### src/core/trgseq_pkg.sv
// Summary of operation
// - abort cancels triggers, restores pending levels
// - abort clears the wait trigger flag, except when continuous mode re-arms transient
// - wait flag is operation condition bit 5
// - continuous mode re-arms right after abort
// - abort at power-on, recall and reset
// - sequence 1 transient default, 2 acquire
// - initiate arms; source event fires action
// - triggers ignored while sequence not armed
// - continuous setting 1 re-arms; 0 needs initiate
// - armed bus trigger starts pending level change
// - wait flag is OR of both armed states
// - continuous mode re-arms transient after completion
// - transient source is bus only, default bus
// - acquire trigger measures selected input into buffer
// - current and voltage counts 1..100, reset 1
// - voltmeter input count fixed at 1
// - band is level plus/minus half hysteresis
// - positive trigger: below lower, then above upper
// - negative trigger: above upper, then below lower
package trgseq_pkg;
    localparam int ADDR_W = 4;
    localparam int DATA_W = 16;
    localparam logic [ADDR_W-1:0] REG_CMD = 4'h0;
    localparam logic [ADDR_W-1:0] REG_CONT = 4'h1;
    localparam logic [ADDR_W-1:0] REG_FUNC = 4'h2;
    localparam logic [ADDR_W-1:0] REG_CNT_CURR = 4'h3;
    localparam logic [ADDR_W-1:0] REG_CNT_VOLT = 4'h4;
    localparam logic [ADDR_W-1:0] REG_CNT_AUX = 4'h5;
    localparam logic [ADDR_W-1:0] REG_HYST = 4'h6;
    localparam logic [ADDR_W-1:0] REG_LEVEL = 4'h7;
    localparam logic [ADDR_W-1:0] REG_ACQ_CFG = 4'h8;
    localparam logic [ADDR_W-1:0] REG_OPER_COND = 4'h9;
    localparam logic [ADDR_W-1:0] REG_ACQ_STAT = 4'hA;
    localparam logic [ADDR_W-1:0] REG_BUF_INDEX = 4'hB;
    localparam logic [ADDR_W-1:0] REG_BUF_DATA = 4'hC;
    // command register bits
    localparam int CMD_ABORT = 0;
    localparam int CMD_INIT_SEQ1 = 1;
    localparam int CMD_INIT_SEQ2 = 2;
    localparam int CMD_TRIG_SEQ1 = 3;
    localparam int CMD_TRIG_SEQ2 = 4;
    localparam int CMD_RESET = 5;
    localparam int CMD_RECALL = 6;
    localparam int WAIT_FLAG_BIT = 5;
    localparam int ARM_TRAN_BIT = 0;
    localparam int ARM_ACQ_BIT = 1;
    localparam int CNT_LSB = 8;
    localparam logic [6:0] CNT_MIN = 7'h01;
    localparam logic [6:0] CNT_MAX = 7'h64;
    localparam logic [6:0] CNT_AUX = 7'h01;
    localparam logic [15:0] HYST_RST = 16'h0000;
    localparam logic [15:0] LEVEL_RST = 16'h0000;
    localparam int BUF_DEPTH = 128;
    localparam int BUF_AW = 7;
    typedef enum logic [1:0] {FN_VOLT, FN_CURR, FN_AUX} trgseq_func_t;
    typedef enum logic [1:0] {SL_POS, SL_NEG, SL_EITHER} trgseq_slope_t;
    typedef enum logic {SRC_INTERNAL, SRC_BUS} trgseq_src_t;
    typedef struct packed {
        trgseq_slope_t slope;
        trgseq_src_t source;
    } trgseq_acq_cfg_t;
    typedef struct packed {
        trgseq_func_t func;
        logic [DATA_W-1:0] value;
    } trgseq_meas_t;
endpackage

### src/core/trgseq_top.sv
`timescale 1ns/1ps
module trgseq_top (
    // clock and reset
    input wire logic ref_clk,
    input wire logic rst_n,
    // register port
    input wire logic [trgseq_pkg::ADDR_W-1:0] reg_addr,
    input wire logic [trgseq_pkg::DATA_W-1:0] reg_wdata,
    input wire logic reg_wr,
    input wire logic reg_rd,
    output logic [trgseq_pkg::DATA_W-1:0] reg_rdata,
    // measured quantities
    input wire logic [trgseq_pkg::DATA_W-1:0] volt_sample,
    input wire logic [trgseq_pkg::DATA_W-1:0] curr_sample,
    input wire logic [trgseq_pkg::DATA_W-1:0] aux_voltmeter_input,
    // output level control and measurement record
    output logic level_apply,
    output logic level_restore,
    output logic meas_strobe,
    output trgseq_pkg::trgseq_meas_t meas_rec,
    output logic wait_trigger_flag
);
    import trgseq_pkg::*;

    logic cont_en;
    trgseq_func_t func;
    logic [6:0] cnt_curr;
    logic [6:0] cnt_volt;
    logic [DATA_W-1:0] hyst;
    logic [DATA_W-1:0] level;
    trgseq_acq_cfg_t acq_cfg;
    logic tran_armed;
    logic tran_rearm;
    typedef enum logic {ACQ_IDLE, ACQ_ARMED} trgseq_acq_state_t;
    trgseq_acq_state_t acq_state;
    logic [6:0] acq_left;
    logic [DATA_W-1:0] samp;
    logic below_seen;
    logic above_seen;
    logic [DATA_W-1:0] buf_mem [BUF_DEPTH];
    logic [BUF_AW-1:0] buf_wptr;
    logic [BUF_AW-1:0] buf_rptr;
    logic next_tran_armed;
    logic next_acq_armed;

    // command decode
    logic cmd_wr;
    logic do_abort;
    logic do_reset;
    logic init_tran;
    logic init_acq;
    logic bus_tran;
    logic bus_acq;
    assign cmd_wr = reg_wr && (reg_addr == REG_CMD);
    assign do_reset = cmd_wr && reg_wdata[CMD_RESET];
    // reset and recall both abort
    assign do_abort = cmd_wr && (reg_wdata[CMD_ABORT] || reg_wdata[CMD_RESET]
                      || reg_wdata[CMD_RECALL]);
    // sequence numbers 1 and 2 map to transient and acquire
    assign init_tran = cmd_wr && reg_wdata[CMD_INIT_SEQ1];
    assign init_acq = cmd_wr && reg_wdata[CMD_INIT_SEQ2];
    // transient listens to the bus only
    assign bus_tran = cmd_wr && reg_wdata[CMD_TRIG_SEQ1];
    assign bus_acq = cmd_wr && reg_wdata[CMD_TRIG_SEQ2];

    logic acq_armed;
    assign acq_armed = (acq_state == ACQ_ARMED);

    // hysteresis band around the trigger level
    logic signed [DATA_W+1:0] band_hi;
    logic signed [DATA_W+1:0] band_lo;
    logic signed [DATA_W+1:0] samp_s;
    assign band_hi = $signed({2'b00, level}) + $signed({3'b000, hyst[DATA_W-1:1]});
    assign band_lo = $signed({2'b00, level}) - $signed({3'b000, hyst[DATA_W-1:1]});
    assign samp_s = $signed({2'b00, samp});

    logic pos_hit;
    logic neg_hit;
    logic int_trig;
    assign pos_hit = below_seen && (samp_s > band_hi);
    assign neg_hit = above_seen && (samp_s < band_lo);
    assign int_trig = ((acq_cfg.slope != SL_NEG) && pos_hit)
                      || ((acq_cfg.slope != SL_POS) && neg_hit);

    // accepted triggers, only while armed
    logic tran_fire;
    logic acq_fire;
    assign tran_fire = bus_tran && tran_armed && !do_abort;
    assign acq_fire = acq_armed && !do_abort && !init_acq
                      && ((acq_cfg.source == SRC_BUS) ? bus_acq : int_trig);

    logic [6:0] cnt_sel;
    always_comb begin
        case (func)
            FN_CURR: cnt_sel = cnt_curr;
            FN_VOLT: cnt_sel = cnt_volt;
            default: cnt_sel = CNT_AUX;
        endcase
    end

    // next armed states
    always_comb begin
        next_tran_armed = tran_armed;
        if (do_abort) begin
            // the reset command turns continuous mode off, so it never re-arms
            next_tran_armed = cont_en && !do_reset;
        end else if (init_tran || tran_rearm) begin
            next_tran_armed = 1'b1;
        end else if (tran_fire) begin
            next_tran_armed = 1'b0;
        end
        next_acq_armed = acq_armed;
        if (do_abort) begin
            next_acq_armed = 1'b0;
        end else if (init_acq) begin
            next_acq_armed = 1'b1;
        end else if (acq_fire && (acq_left == CNT_MIN)) begin
            next_acq_armed = 1'b0;
        end
    end

    // settings, restored by the reset command
    always_ff @(posedge ref_clk) begin
        if (!rst_n || do_reset) begin
            cont_en <= 1'b0;
            func <= FN_VOLT;
            cnt_curr <= CNT_MIN;
            cnt_volt <= CNT_MIN;
            hyst <= HYST_RST;
            level <= LEVEL_RST;
            acq_cfg <= '{slope: SL_POS, source: SRC_INTERNAL};
        end else if (reg_wr) begin
            if (reg_addr == REG_CONT) begin
                cont_en <= reg_wdata[0];
            end else if (reg_addr == REG_FUNC) begin
                if (reg_wdata[1:0] <= 2'h2) begin
                    func <= trgseq_func_t'(reg_wdata[1:0]);
                end
            end else if (reg_addr == REG_CNT_CURR) begin
                if (reg_wdata >= 16'(CNT_MIN) && reg_wdata <= 16'(CNT_MAX)) begin
                    cnt_curr <= reg_wdata[6:0];
                end
            end else if (reg_addr == REG_CNT_VOLT) begin
                if (reg_wdata >= 16'(CNT_MIN) && reg_wdata <= 16'(CNT_MAX)) begin
                    cnt_volt <= reg_wdata[6:0];
                end
            end else if (reg_addr == REG_HYST) begin
                hyst <= reg_wdata;
            end else if (reg_addr == REG_LEVEL) begin
                level <= reg_wdata;
            end else if (reg_addr == REG_ACQ_CFG) begin
                if (reg_wdata[2:1] <= 2'h2) begin
                    acq_cfg <= trgseq_acq_cfg_t'(reg_wdata[2:0]);
                end
            end
        end
    end

    // transient sequence and its continuous re-arm
    always_ff @(posedge ref_clk) begin
        if (!rst_n) begin
            tran_armed <= 1'b0;
            tran_rearm <= 1'b0;
        end else begin
            tran_armed <= next_tran_armed;
            tran_rearm <= tran_fire && cont_en;
        end
    end

    // acquire sequence state and remaining count
    always_ff @(posedge ref_clk) begin
        if (!rst_n) begin
            acq_state <= ACQ_IDLE;
            acq_left <= CNT_MIN;
        end else begin
            acq_state <= next_acq_armed ? ACQ_ARMED : ACQ_IDLE;
            if (init_acq && !do_abort) begin
                acq_left <= cnt_sel;
            end else if (acq_fire && acq_left != CNT_MIN) begin
                acq_left <= acq_left - CNT_MIN;
            end
        end
    end

    // sample of the selected quantity and crossing memory
    always_ff @(posedge ref_clk) begin
        if (!rst_n) begin
            samp <= '0;
            below_seen <= 1'b0;
            above_seen <= 1'b0;
        end else begin
            samp <= (func == FN_CURR) ? curr_sample :
                    (func == FN_AUX) ? aux_voltmeter_input : volt_sample;
            if (acq_fire || init_acq) begin
                below_seen <= 1'b0; // fresh excursion needed
                above_seen <= 1'b0;
            end else begin
                if (samp_s < band_lo) begin
                    below_seen <= 1'b1;
                end else if (pos_hit) begin
                    below_seen <= 1'b0;
                end
                if (samp_s > band_hi) begin
                    above_seen <= 1'b1;
                end else if (neg_hit) begin
                    above_seen <= 1'b0;
                end
            end
        end
    end

    // measurement buffer
    always_ff @(posedge ref_clk) begin
        if (acq_fire) begin
            buf_mem[buf_wptr] <= samp;
        end
    end
    always_ff @(posedge ref_clk) begin
        if (!rst_n) begin
            buf_wptr <= '0;
            buf_rptr <= '0;
        end else begin
            if (init_acq && !do_abort) begin
                buf_wptr <= '0;
            end else if (acq_fire) begin
                buf_wptr <= buf_wptr + 1'b1;
            end
            if (reg_wr && reg_addr == REG_BUF_INDEX) begin
                buf_rptr <= reg_wdata[BUF_AW-1:0];
            end
        end
    end

    // output strobes and flag
    always_ff @(posedge ref_clk) begin
        if (!rst_n) begin
            level_apply <= 1'b0;
            level_restore <= 1'b0;
            meas_strobe <= 1'b0;
            meas_rec <= '0;
            wait_trigger_flag <= 1'b0;
        end else begin
            level_apply <= tran_fire;
            level_restore <= do_abort;
            meas_strobe <= acq_fire;
            if (acq_fire) begin
                meas_rec <= '{func: func, value: samp};
            end
            wait_trigger_flag <= next_tran_armed || next_acq_armed;
        end
    end

    // register read data, one cycle after the strobe
    always_ff @(posedge ref_clk) begin
        if (!rst_n) begin
            reg_rdata <= '0;
        end else if (reg_rd) begin
            if (reg_addr == REG_CONT) begin
                reg_rdata <= {15'h0000, cont_en};
            end else if (reg_addr == REG_FUNC) begin
                reg_rdata <= {14'h0000, func};
            end else if (reg_addr == REG_CNT_CURR) begin
                reg_rdata <= {9'h000, cnt_curr};
            end else if (reg_addr == REG_CNT_VOLT) begin
                reg_rdata <= {9'h000, cnt_volt};
            end else if (reg_addr == REG_CNT_AUX) begin
                reg_rdata <= {9'h000, CNT_AUX};
            end else if (reg_addr == REG_HYST) begin
                reg_rdata <= hyst;
            end else if (reg_addr == REG_LEVEL) begin
                reg_rdata <= level;
            end else if (reg_addr == REG_ACQ_CFG) begin
                reg_rdata <= {13'h0000, acq_cfg};
            end else if (reg_addr == REG_OPER_COND) begin
                reg_rdata <= 16'(wait_trigger_flag) << WAIT_FLAG_BIT;
            end else if (reg_addr == REG_ACQ_STAT) begin
                reg_rdata <= (16'(acq_left) << CNT_LSB) | (16'(acq_armed) << ARM_ACQ_BIT)
                             | (16'(tran_armed) << ARM_TRAN_BIT);
            end else if (reg_addr == REG_BUF_INDEX) begin
                reg_rdata <= {9'h000, buf_wptr};
            end else if (reg_addr == REG_BUF_DATA) begin
                reg_rdata <= buf_mem[buf_rptr];
            end else begin
                reg_rdata <= '0;
            end
        end else begin
            reg_rdata <= '0;
        end
    end

    // checks
    property p_flag_or;
        @(posedge ref_clk) disable iff (!rst_n)
        wait_trigger_flag == (tran_armed || acq_armed);
    endproperty
    a_flag_or: assert property (p_flag_or) else $error("flag not OR of armed");

    property p_abort_clr;
        @(posedge ref_clk) disable iff (!rst_n)
        do_abort && (!cont_en || do_reset) |=> !wait_trigger_flag && !acq_armed;
    endproperty
    a_abort_clr: assert property (p_abort_clr) else $error("abort left flag");

    property p_abort_cont;
        @(posedge ref_clk) disable iff (!rst_n)
        do_abort && cont_en && !do_reset |=> tran_armed && wait_trigger_flag;
    endproperty
    a_abort_cont: assert property (p_abort_cont) else $error("no re-arm after abort");

    property p_ignore;
        @(posedge ref_clk) disable iff (!rst_n)
        bus_tran && !tran_armed |=> !level_apply;
    endproperty
    a_ignore: assert property (p_ignore) else $error("unarmed trigger acted");

    property p_apply;
        @(posedge ref_clk) disable iff (!rst_n)
        bus_tran && tran_armed && !do_abort |=> level_apply ##1 !level_apply;
    endproperty
    a_apply: assert property (p_apply) else $error("level change missing");

    property p_rearm;
        @(posedge ref_clk) disable iff (!rst_n)
        tran_fire && cont_en |=> !tran_armed ##1 tran_armed;
    endproperty
    a_rearm: assert property (p_rearm) else $error("continuous re-arm missing");

    property p_restore;
        @(posedge ref_clk) disable iff (!rst_n)
        do_abort |=> level_restore && !level_apply;
    endproperty
    a_restore: assert property (p_restore) else $error("abort did not restore");

    property p_cnt_range;
        @(posedge ref_clk) disable iff (!rst_n)
        cnt_curr >= CNT_MIN && cnt_curr <= CNT_MAX && cnt_volt >= CNT_MIN
        && cnt_volt <= CNT_MAX;
    endproperty
    a_cnt_range: assert property (p_cnt_range) else $error("count out of range");

    property p_done;
        @(posedge ref_clk) disable iff (!rst_n)
        acq_fire && acq_left == CNT_MIN |=> !acq_armed ##1 !meas_strobe;
    endproperty
    a_done: assert property (p_done) else $error("acquire not idle");
endmodule

### config.mk
export PLATFORM = sky130hd
export DESIGN_NAME = trgseq_top
export DESIGN_NICKNAME = d
export VERILOG_FILES = /design/src/core/trgseq_pkg.sv /design/src/core/trgseq_top.sv
export SDC_FILE = /design/constraint.sdc
export NUM_CORES = 2
export LEC_CHECK = 0
export ABC_CLOCK_PERIOD_IN_PS = 7650
export BUFFER_PORTS_ARGS = -buffer_cell sky130_fd_sc_hd__buf_4
export CAP_MARGIN = 20
export CORE_MARGIN = 2
export CORE_UTILIZATION = 47
export CTS_CLUSTER_SIZE = 16
export DETAILED_ROUTE_END_ITERATION = 10
export PLACE_DENSITY_LB_ADDON = 0.25
export SYNTH_ARGS = -nofsm -noshare
export SYNTH_HDL_FRONTEND = slang
export SYNTH_SLANG_ARGS = --single-unit
export TNS_END_PERCENT = 1
### constraint.sdc
create_clock -name ref_clk -period 7.65 [get_ports ref_clk]
set_clock_uncertainty 0.15 [all_clocks]
set_input_delay 1.1475 -clock ref_clk [delete_from_list [all_inputs] [get_ports ref_clk]]
set_output_delay 1.1475 -clock ref_clk [all_outputs]
set_load 0.01 [all_outputs]
Word-level counts from Yosys, hierarchy flattened --
Memory sizes are Yosys's and may differ from the RTL's. A register that Yosys moved wholly into a read port is not among the register bits. Index checks and enable logic that the tools add are counted.
Operators by class: add/sub/neg operators 4, $mul 0, div/mod/pow operators 0, $lt $le $gt $ge 6, eq/ne operators 17, shift operators 0, mux-type cells 33, bitwise operators 10, reductions and logical operators 53
Operators by type and width (count):
- two-way mux 16 bit | 9
- two-way mux 7 bit | 7
- logical AND 1 bit | 23
- == test 4 bit (second input constant) | 5
- adder 16 x 15 -> 17 bit | 1
- greater-than comparator 16 x 17 -> 1 bit | 1
- < comparator 17 bit | 1
- subtractor 16 x 15 -> 17 bit | 1
- == test 4 x 3 -> 1 bit (second input constant) | 4
- >= comparator 16 x 1 -> 1 bit (second input constant) | 1
- less-or-equal comparator 16 x 7 -> 1 bit (second input constant) | 1
- two-way mux 1 bit | 15
- OR 15 x 1 -> 15 bit | 1
- OR 15 x 2 -> 15 bit | 1
- case mux 7 bit (2 select lines) | 1
- AND reduction 6 bit | 2
- AND reduction 9 bit | 1
- == test 4 x 2 -> 1 bit (second input constant) | 2
- NOT 1 bit | 8
- nonzero test 2 bit | 4
- adder 7 x 1 -> 7 bit (second input constant) | 1
- == test 7 x 1 -> 1 bit (second input constant) | 1
- logical OR 1 bit | 7
- != test 7 x 1 -> 1 bit (second input constant) | 1
- other kinds (18) | 24
Word-level totals: flip-flop bits (word level) 132, bits in latches 0, bits in writable memories 2048, ROM bits 0, bits of input ports 72, output and inout bits 38, memories 1
Memories:
- buf_mem | depth 128, width 16, rd ports 1, clocked after Yosys merged registers in 1, wr ports 1, RTL line trgseq_top.sv:40 | logic [DATA_W-1:0] buf_mem [BUF_DEPTH];

Depth between registers and ports, before layout --
depth in word-level cells 13, mapped depth 24

Least setup slack after synthesis --
Ideal clock, no wire load.
path type register -> register, from register hyst[2], to memory buf_mem[50][0] (enable), arrival time 5.028 ns, setup slack 2.084 ns, cell stages (with the launch flop) 24, buffers on the path 3, cell sequence dfxtp_1 inv_1 ha_1 nor2b_1 o21ai_0 a21oi_1 o21ai_0 a21oi_1 a2111oi_0 o31ai_1 a21oi_1 xnor2_1 ha_1 a2111oi_0 o21ai_0 o22ai_1 o211a_1 and3_1 o31a_1 buf_2 buf_4 nand3b_1 buf_4 nor2_1
Between the ends: word-level cells in the longest chain between the ends 9, elaborated cells between the ends (all ways) 13, classes of those cells 2 x add/sub; 2 x order compare; 3 x mux; 6 x reduce/logical
RTL lines:
- start, declared | RTL line trgseq_top.sv:29 | logic [DATA_W-1:0] hyst;
- start signal, assigned | RTL line trgseq_top.sv:148 | hyst <= reg_wdata;
- adder 16 x 15 -> 17 bit or subtractor 16 x 15 -> 17 bit (tied branches) | RTL line trgseq_top.sv:73, trgseq_top.sv:74
- greater-than comparator 16 x 17 -> 1 bit or < comparator 17 bit (tied branches) | RTL line trgseq_top.sv:80, trgseq_top.sv:81
- logical AND 1 bit, on equally long branches | RTL line trgseq_top.sv:80, trgseq_top.sv:81
- logical AND 1 bit, on equally long branches | RTL line trgseq_top.sv:82, trgseq_top.sv:83
- logical OR 1 bit (*) | RTL line trgseq_top.sv:83 | || ((acq_cfg.slope != SL_POS) && neg_hit);
- two-way mux 1 bit (*) | RTL line trgseq_top.sv:90 | && ((acq_cfg.source == SRC_BUS) ? bus_acq : int_trig);
- logical AND 1 bit (*) | RTL line trgseq_top.sv:90
- two-way mux 1 bit (*) | RTL line trgseq_top.sv:214 | if (acq_fire) begin
- two-way mux 1 bit (implied by the code) (*) | RTL line trgseq_top.sv:215 | buf_mem[buf_wptr] <= samp;
- end, declared | RTL line trgseq_top.sv:40
Every way passes the cells marked *; elsewhere a longest branch is shown, timed or not.

Worst setup path after layout --
from register hyst[2], to memory buf_mem[51][8] (enable)
The elaborated chain is that of the path after synthesis.

==> results.cfg <==
[pwr]
power-per-cell-area_mw_per_mm2 = 247
p_total_mw = 24.3
power.share.clock_pct = 42.9
internal_power_mw = 19.2
combPwrFrac_pct = 2.7
p_leak_nw = 29.8
p_sw_mw = 5.06
seqPwrFrac_pct = 54.4
swShare_pct = 20.8
ir_drop_uv = 203

[global_routing]
grt_pass1_vias = 42513
grt_pass1_wl_um = 318000
grt_max_degree = 142
antenna_found_initial = 13
gr-usage-all-layers_pct = 23.9
grt-ovfl-total = 0

[timing]
maxSlewViolCount = 0
rsz0062_at_grt = false
max_clock_freq_mhz = 149
finalHoldViolCount = 0
post-route-min-period_ns = 6.73
period_share_pct = 88.0
worst_slew_pin_slew_ns = 1.27
finalSetupTns_ns = 0
setup_viol = 0
relSlewSlack_pct = 15.5

[floorplan]
start_util_pct = 47.3
ios = 110
die_h_um = 433
num_rows = 157
core_sq_mm = 0.183
die_x_um = 433
fp.dieArea_sq_mm = 0.188

[clock_tree]
cts_setup_buffers = 0
clkLatencyLatePin_ns = 0.87
cts_resized = 0
clk_pin_slew_ns = 0.06
cts_tree = done
hold_buffers = 0
root_buffer = clkbuf_16
h-tree-depth = 4
clock_sinks = 2187
cts_buffer_depth = 3
numCtsBuffers = 209

[place]
place_hpwl_um = 136000
io_buffers = 109
place_congestion = 0.909
post-place-cells = 6635
place_area_sq_mm = 0.0911

[critical_path]
worstSetupStartpoint = hyst[2]
critPathMaxFanout = 17
cp-start-kind = flop
worstPathRequired_ns = 8.07
crit_path_end_kind = flop
cp.arrival_ns = 7.15
r2r-start = hyst[2]
critPathKind = flop to flop

[yosys]
yosys_warnings = 0
synth_edf_count = 2048
synth_common_cells = 2048 x edfxtp_1, 661 x mux4_2, 220 x nor2_1
ys_ff_latch = 2187
syn_inst = 4127
yosysMostFrequentCell = edfxtp_1
yosys.area.top_type_share_pct = 70.9
async_flop_share_pct = 0
synth_area_leaders = edfxtp_1 71%, mux4_2 17%, dfxtp_1 3.2%, mux2i_1 1.0%, nor2_1 0.95%
postSynthNetCount = 4265
avgSynthCellArea_sq_um = 21.0
synth_cell_types = 68
syn_area_sq_mm = 0.0867
synth_top_area_cell = edfxtp_1
synth_ff_type = edfxtp_1
synth_seq_area_share_pct = 74.1

[cells_and_area]
fin_cells = 7034
fin_area_sq_mm = 0.0981
areaGrowthSynthToFinish_pct = 13.2
drive_above_1_share_pct = 29.1
fin_util_pct = 53.5
nNetsFinal = 4522

[outcome]
status = finished, final reports clean

[routing]
via_count = 43003
drtIter0Drc = 5238
viasPerCell = 6.11
drtAntennaViolNets = 0
dr.pass1.iters = 5
wl_per_cell_um = 31.8
route.detailed.drc = 0
wl_um = 223000

[worst_hold_path]
hp-class = flop to flop
hold_start = hyst[0]

[flow_run]
drv_cap = 0
[power groups by stage]
stage | Sequential (mW) | Combinational [mW] | Clock (mW)
2_1_floorplan | 13.5 | 0.291 | 0
3_3_place_gp | 13.5 | 0.621 | 0
3_5_place_dp | 13.5 | 0.627 | 0
4_1_cts | 13.2 | 0.628 | 10.6
5_1_grt | 13.2 | 0.684 | 11.0
6_report | 13.2 | 0.644 | 10.4
[metrics by stage]
stage | worst slack, ns | hold WS [ns]
3_3_place_gp | 1.02 | 0.304
5_1_grt | 0.454 | 0.357
3_5_place_dp | 1.04 | 0.319
6_report | 0.918 | 0.324
4_1_cts | 0.978 | 0.327
2_1_floorplan | 2.08 | 0.287
[state kept, by name (all words and copies together), names as in the netlist, 2 cells and up, named ones only]
| name | count |
|---|---|
| buf_mem | 2048 |
| meas_rec | 18 |
| buf_wptr | 7 |
| level | 16 |
| acq_left | 7 |
| reg_rdata | 16 |
| func | 2 |
| samp | 16 |
| cnt_volt | 7 |
| buf_rptr | 7 |
| cnt_curr | 7 |
| acq_cfg | 3 |
| hyst | 16 |
[worst paths after layout]
path                            depth (start not counted)             end  slack (ns)
worst max-delay path                                   22  buf_mem[51][8]        0.92
worst min-delay path                                    2         hyst[0]        0.32
worst max register to register                         22  buf_mem[51][8]        0.92
worst min register to register                          2         hyst[0]        0.32
[area by class of cell]
class	count	area [sq um]
antenna	3	7.51
clock buffer	259	5500
fill	13927	85200
sequential	2187	64400
inverter	40	150
timing repair buffer	274	2250
multi-input combinational	1672	21300
tap	2464	3080
clock inverter	135	1480
[layout by cell type (no fill, tap or decap), types with 16 or more instances in the layout]
| cell type | n |
|---|---|
| edfxtp_1 | 2048 |
| mux4_2 | 661 |
| buf_4 | 260 |
| clkbuf_16 | 211 |
| nor2_1 | 192 |
| nand2_1 | 155 |
| dfxtp_1 | 116 |
| mux2i_1 | 87 |
| a21oi_1 | 85 |
| o21ai_0 | 67 |
| ha_1 | 64 |
| clkinv_2 | 46 |
| clkbuf_1 | 44 |
| nor2b_1 | 42 |
| inv_1 | 38 |
| clkinv_1 | 37 |
| nand3_1 | 29 |
| nor2_2 | 29 |
| bufinv_16 | 22 |
| xnor2_1 | 20 |
| mux2_2 | 20 |
| dfxtp_4 | 20 |
| nand2b_1 | 18 |
| o211a_1 | 17 |
| nor3_1 | 16 |
[logic make-up after synthesis]
family                     synth area share (%)
adders and majority gates                 0.970
DFF                                        74.1
and+or+nand+nor                            2.77
AOI/OAI and AO/OA                          1.96
muxes                                      18.4
buffers and inverters                      1.38
xor gates and xnor gates                  0.333
[metal layers]
layer	share of wire [%]	GRT usage (%)	vias up
li1	-	-	17641
met1	41	34.7	22969
met2	47	36.9	2031
met3	8.7	4.71	354
met4	3.2	7.45	8
met5	0.030	0	-
[worst max-delay path, cell delays in order, from the launching register on]
cell	delay [ns]
dfxtp_1	0.47
inv_1	0.08
ha_1	0.31
inv_1	0.07
a21oi_1	0.06
o21bai_1	0.21
a21oi_1	0.11
o21ai_0	0.44
a21oi_1	0.20
a221oi_1	0.63
nor4_1	0.11
a311o_1	0.37
ha_1	0.30
o21ai_0	0.09
nor2_1	0.09
o22ai_1	0.09
or3_1	0.39
nor4_2	0.25
o31a_2	0.45
nand4b_1	0.18
buf_4	0.38
nor2_1	0.68
buf_4	0.30
Power figures use the tool's default switching activity.
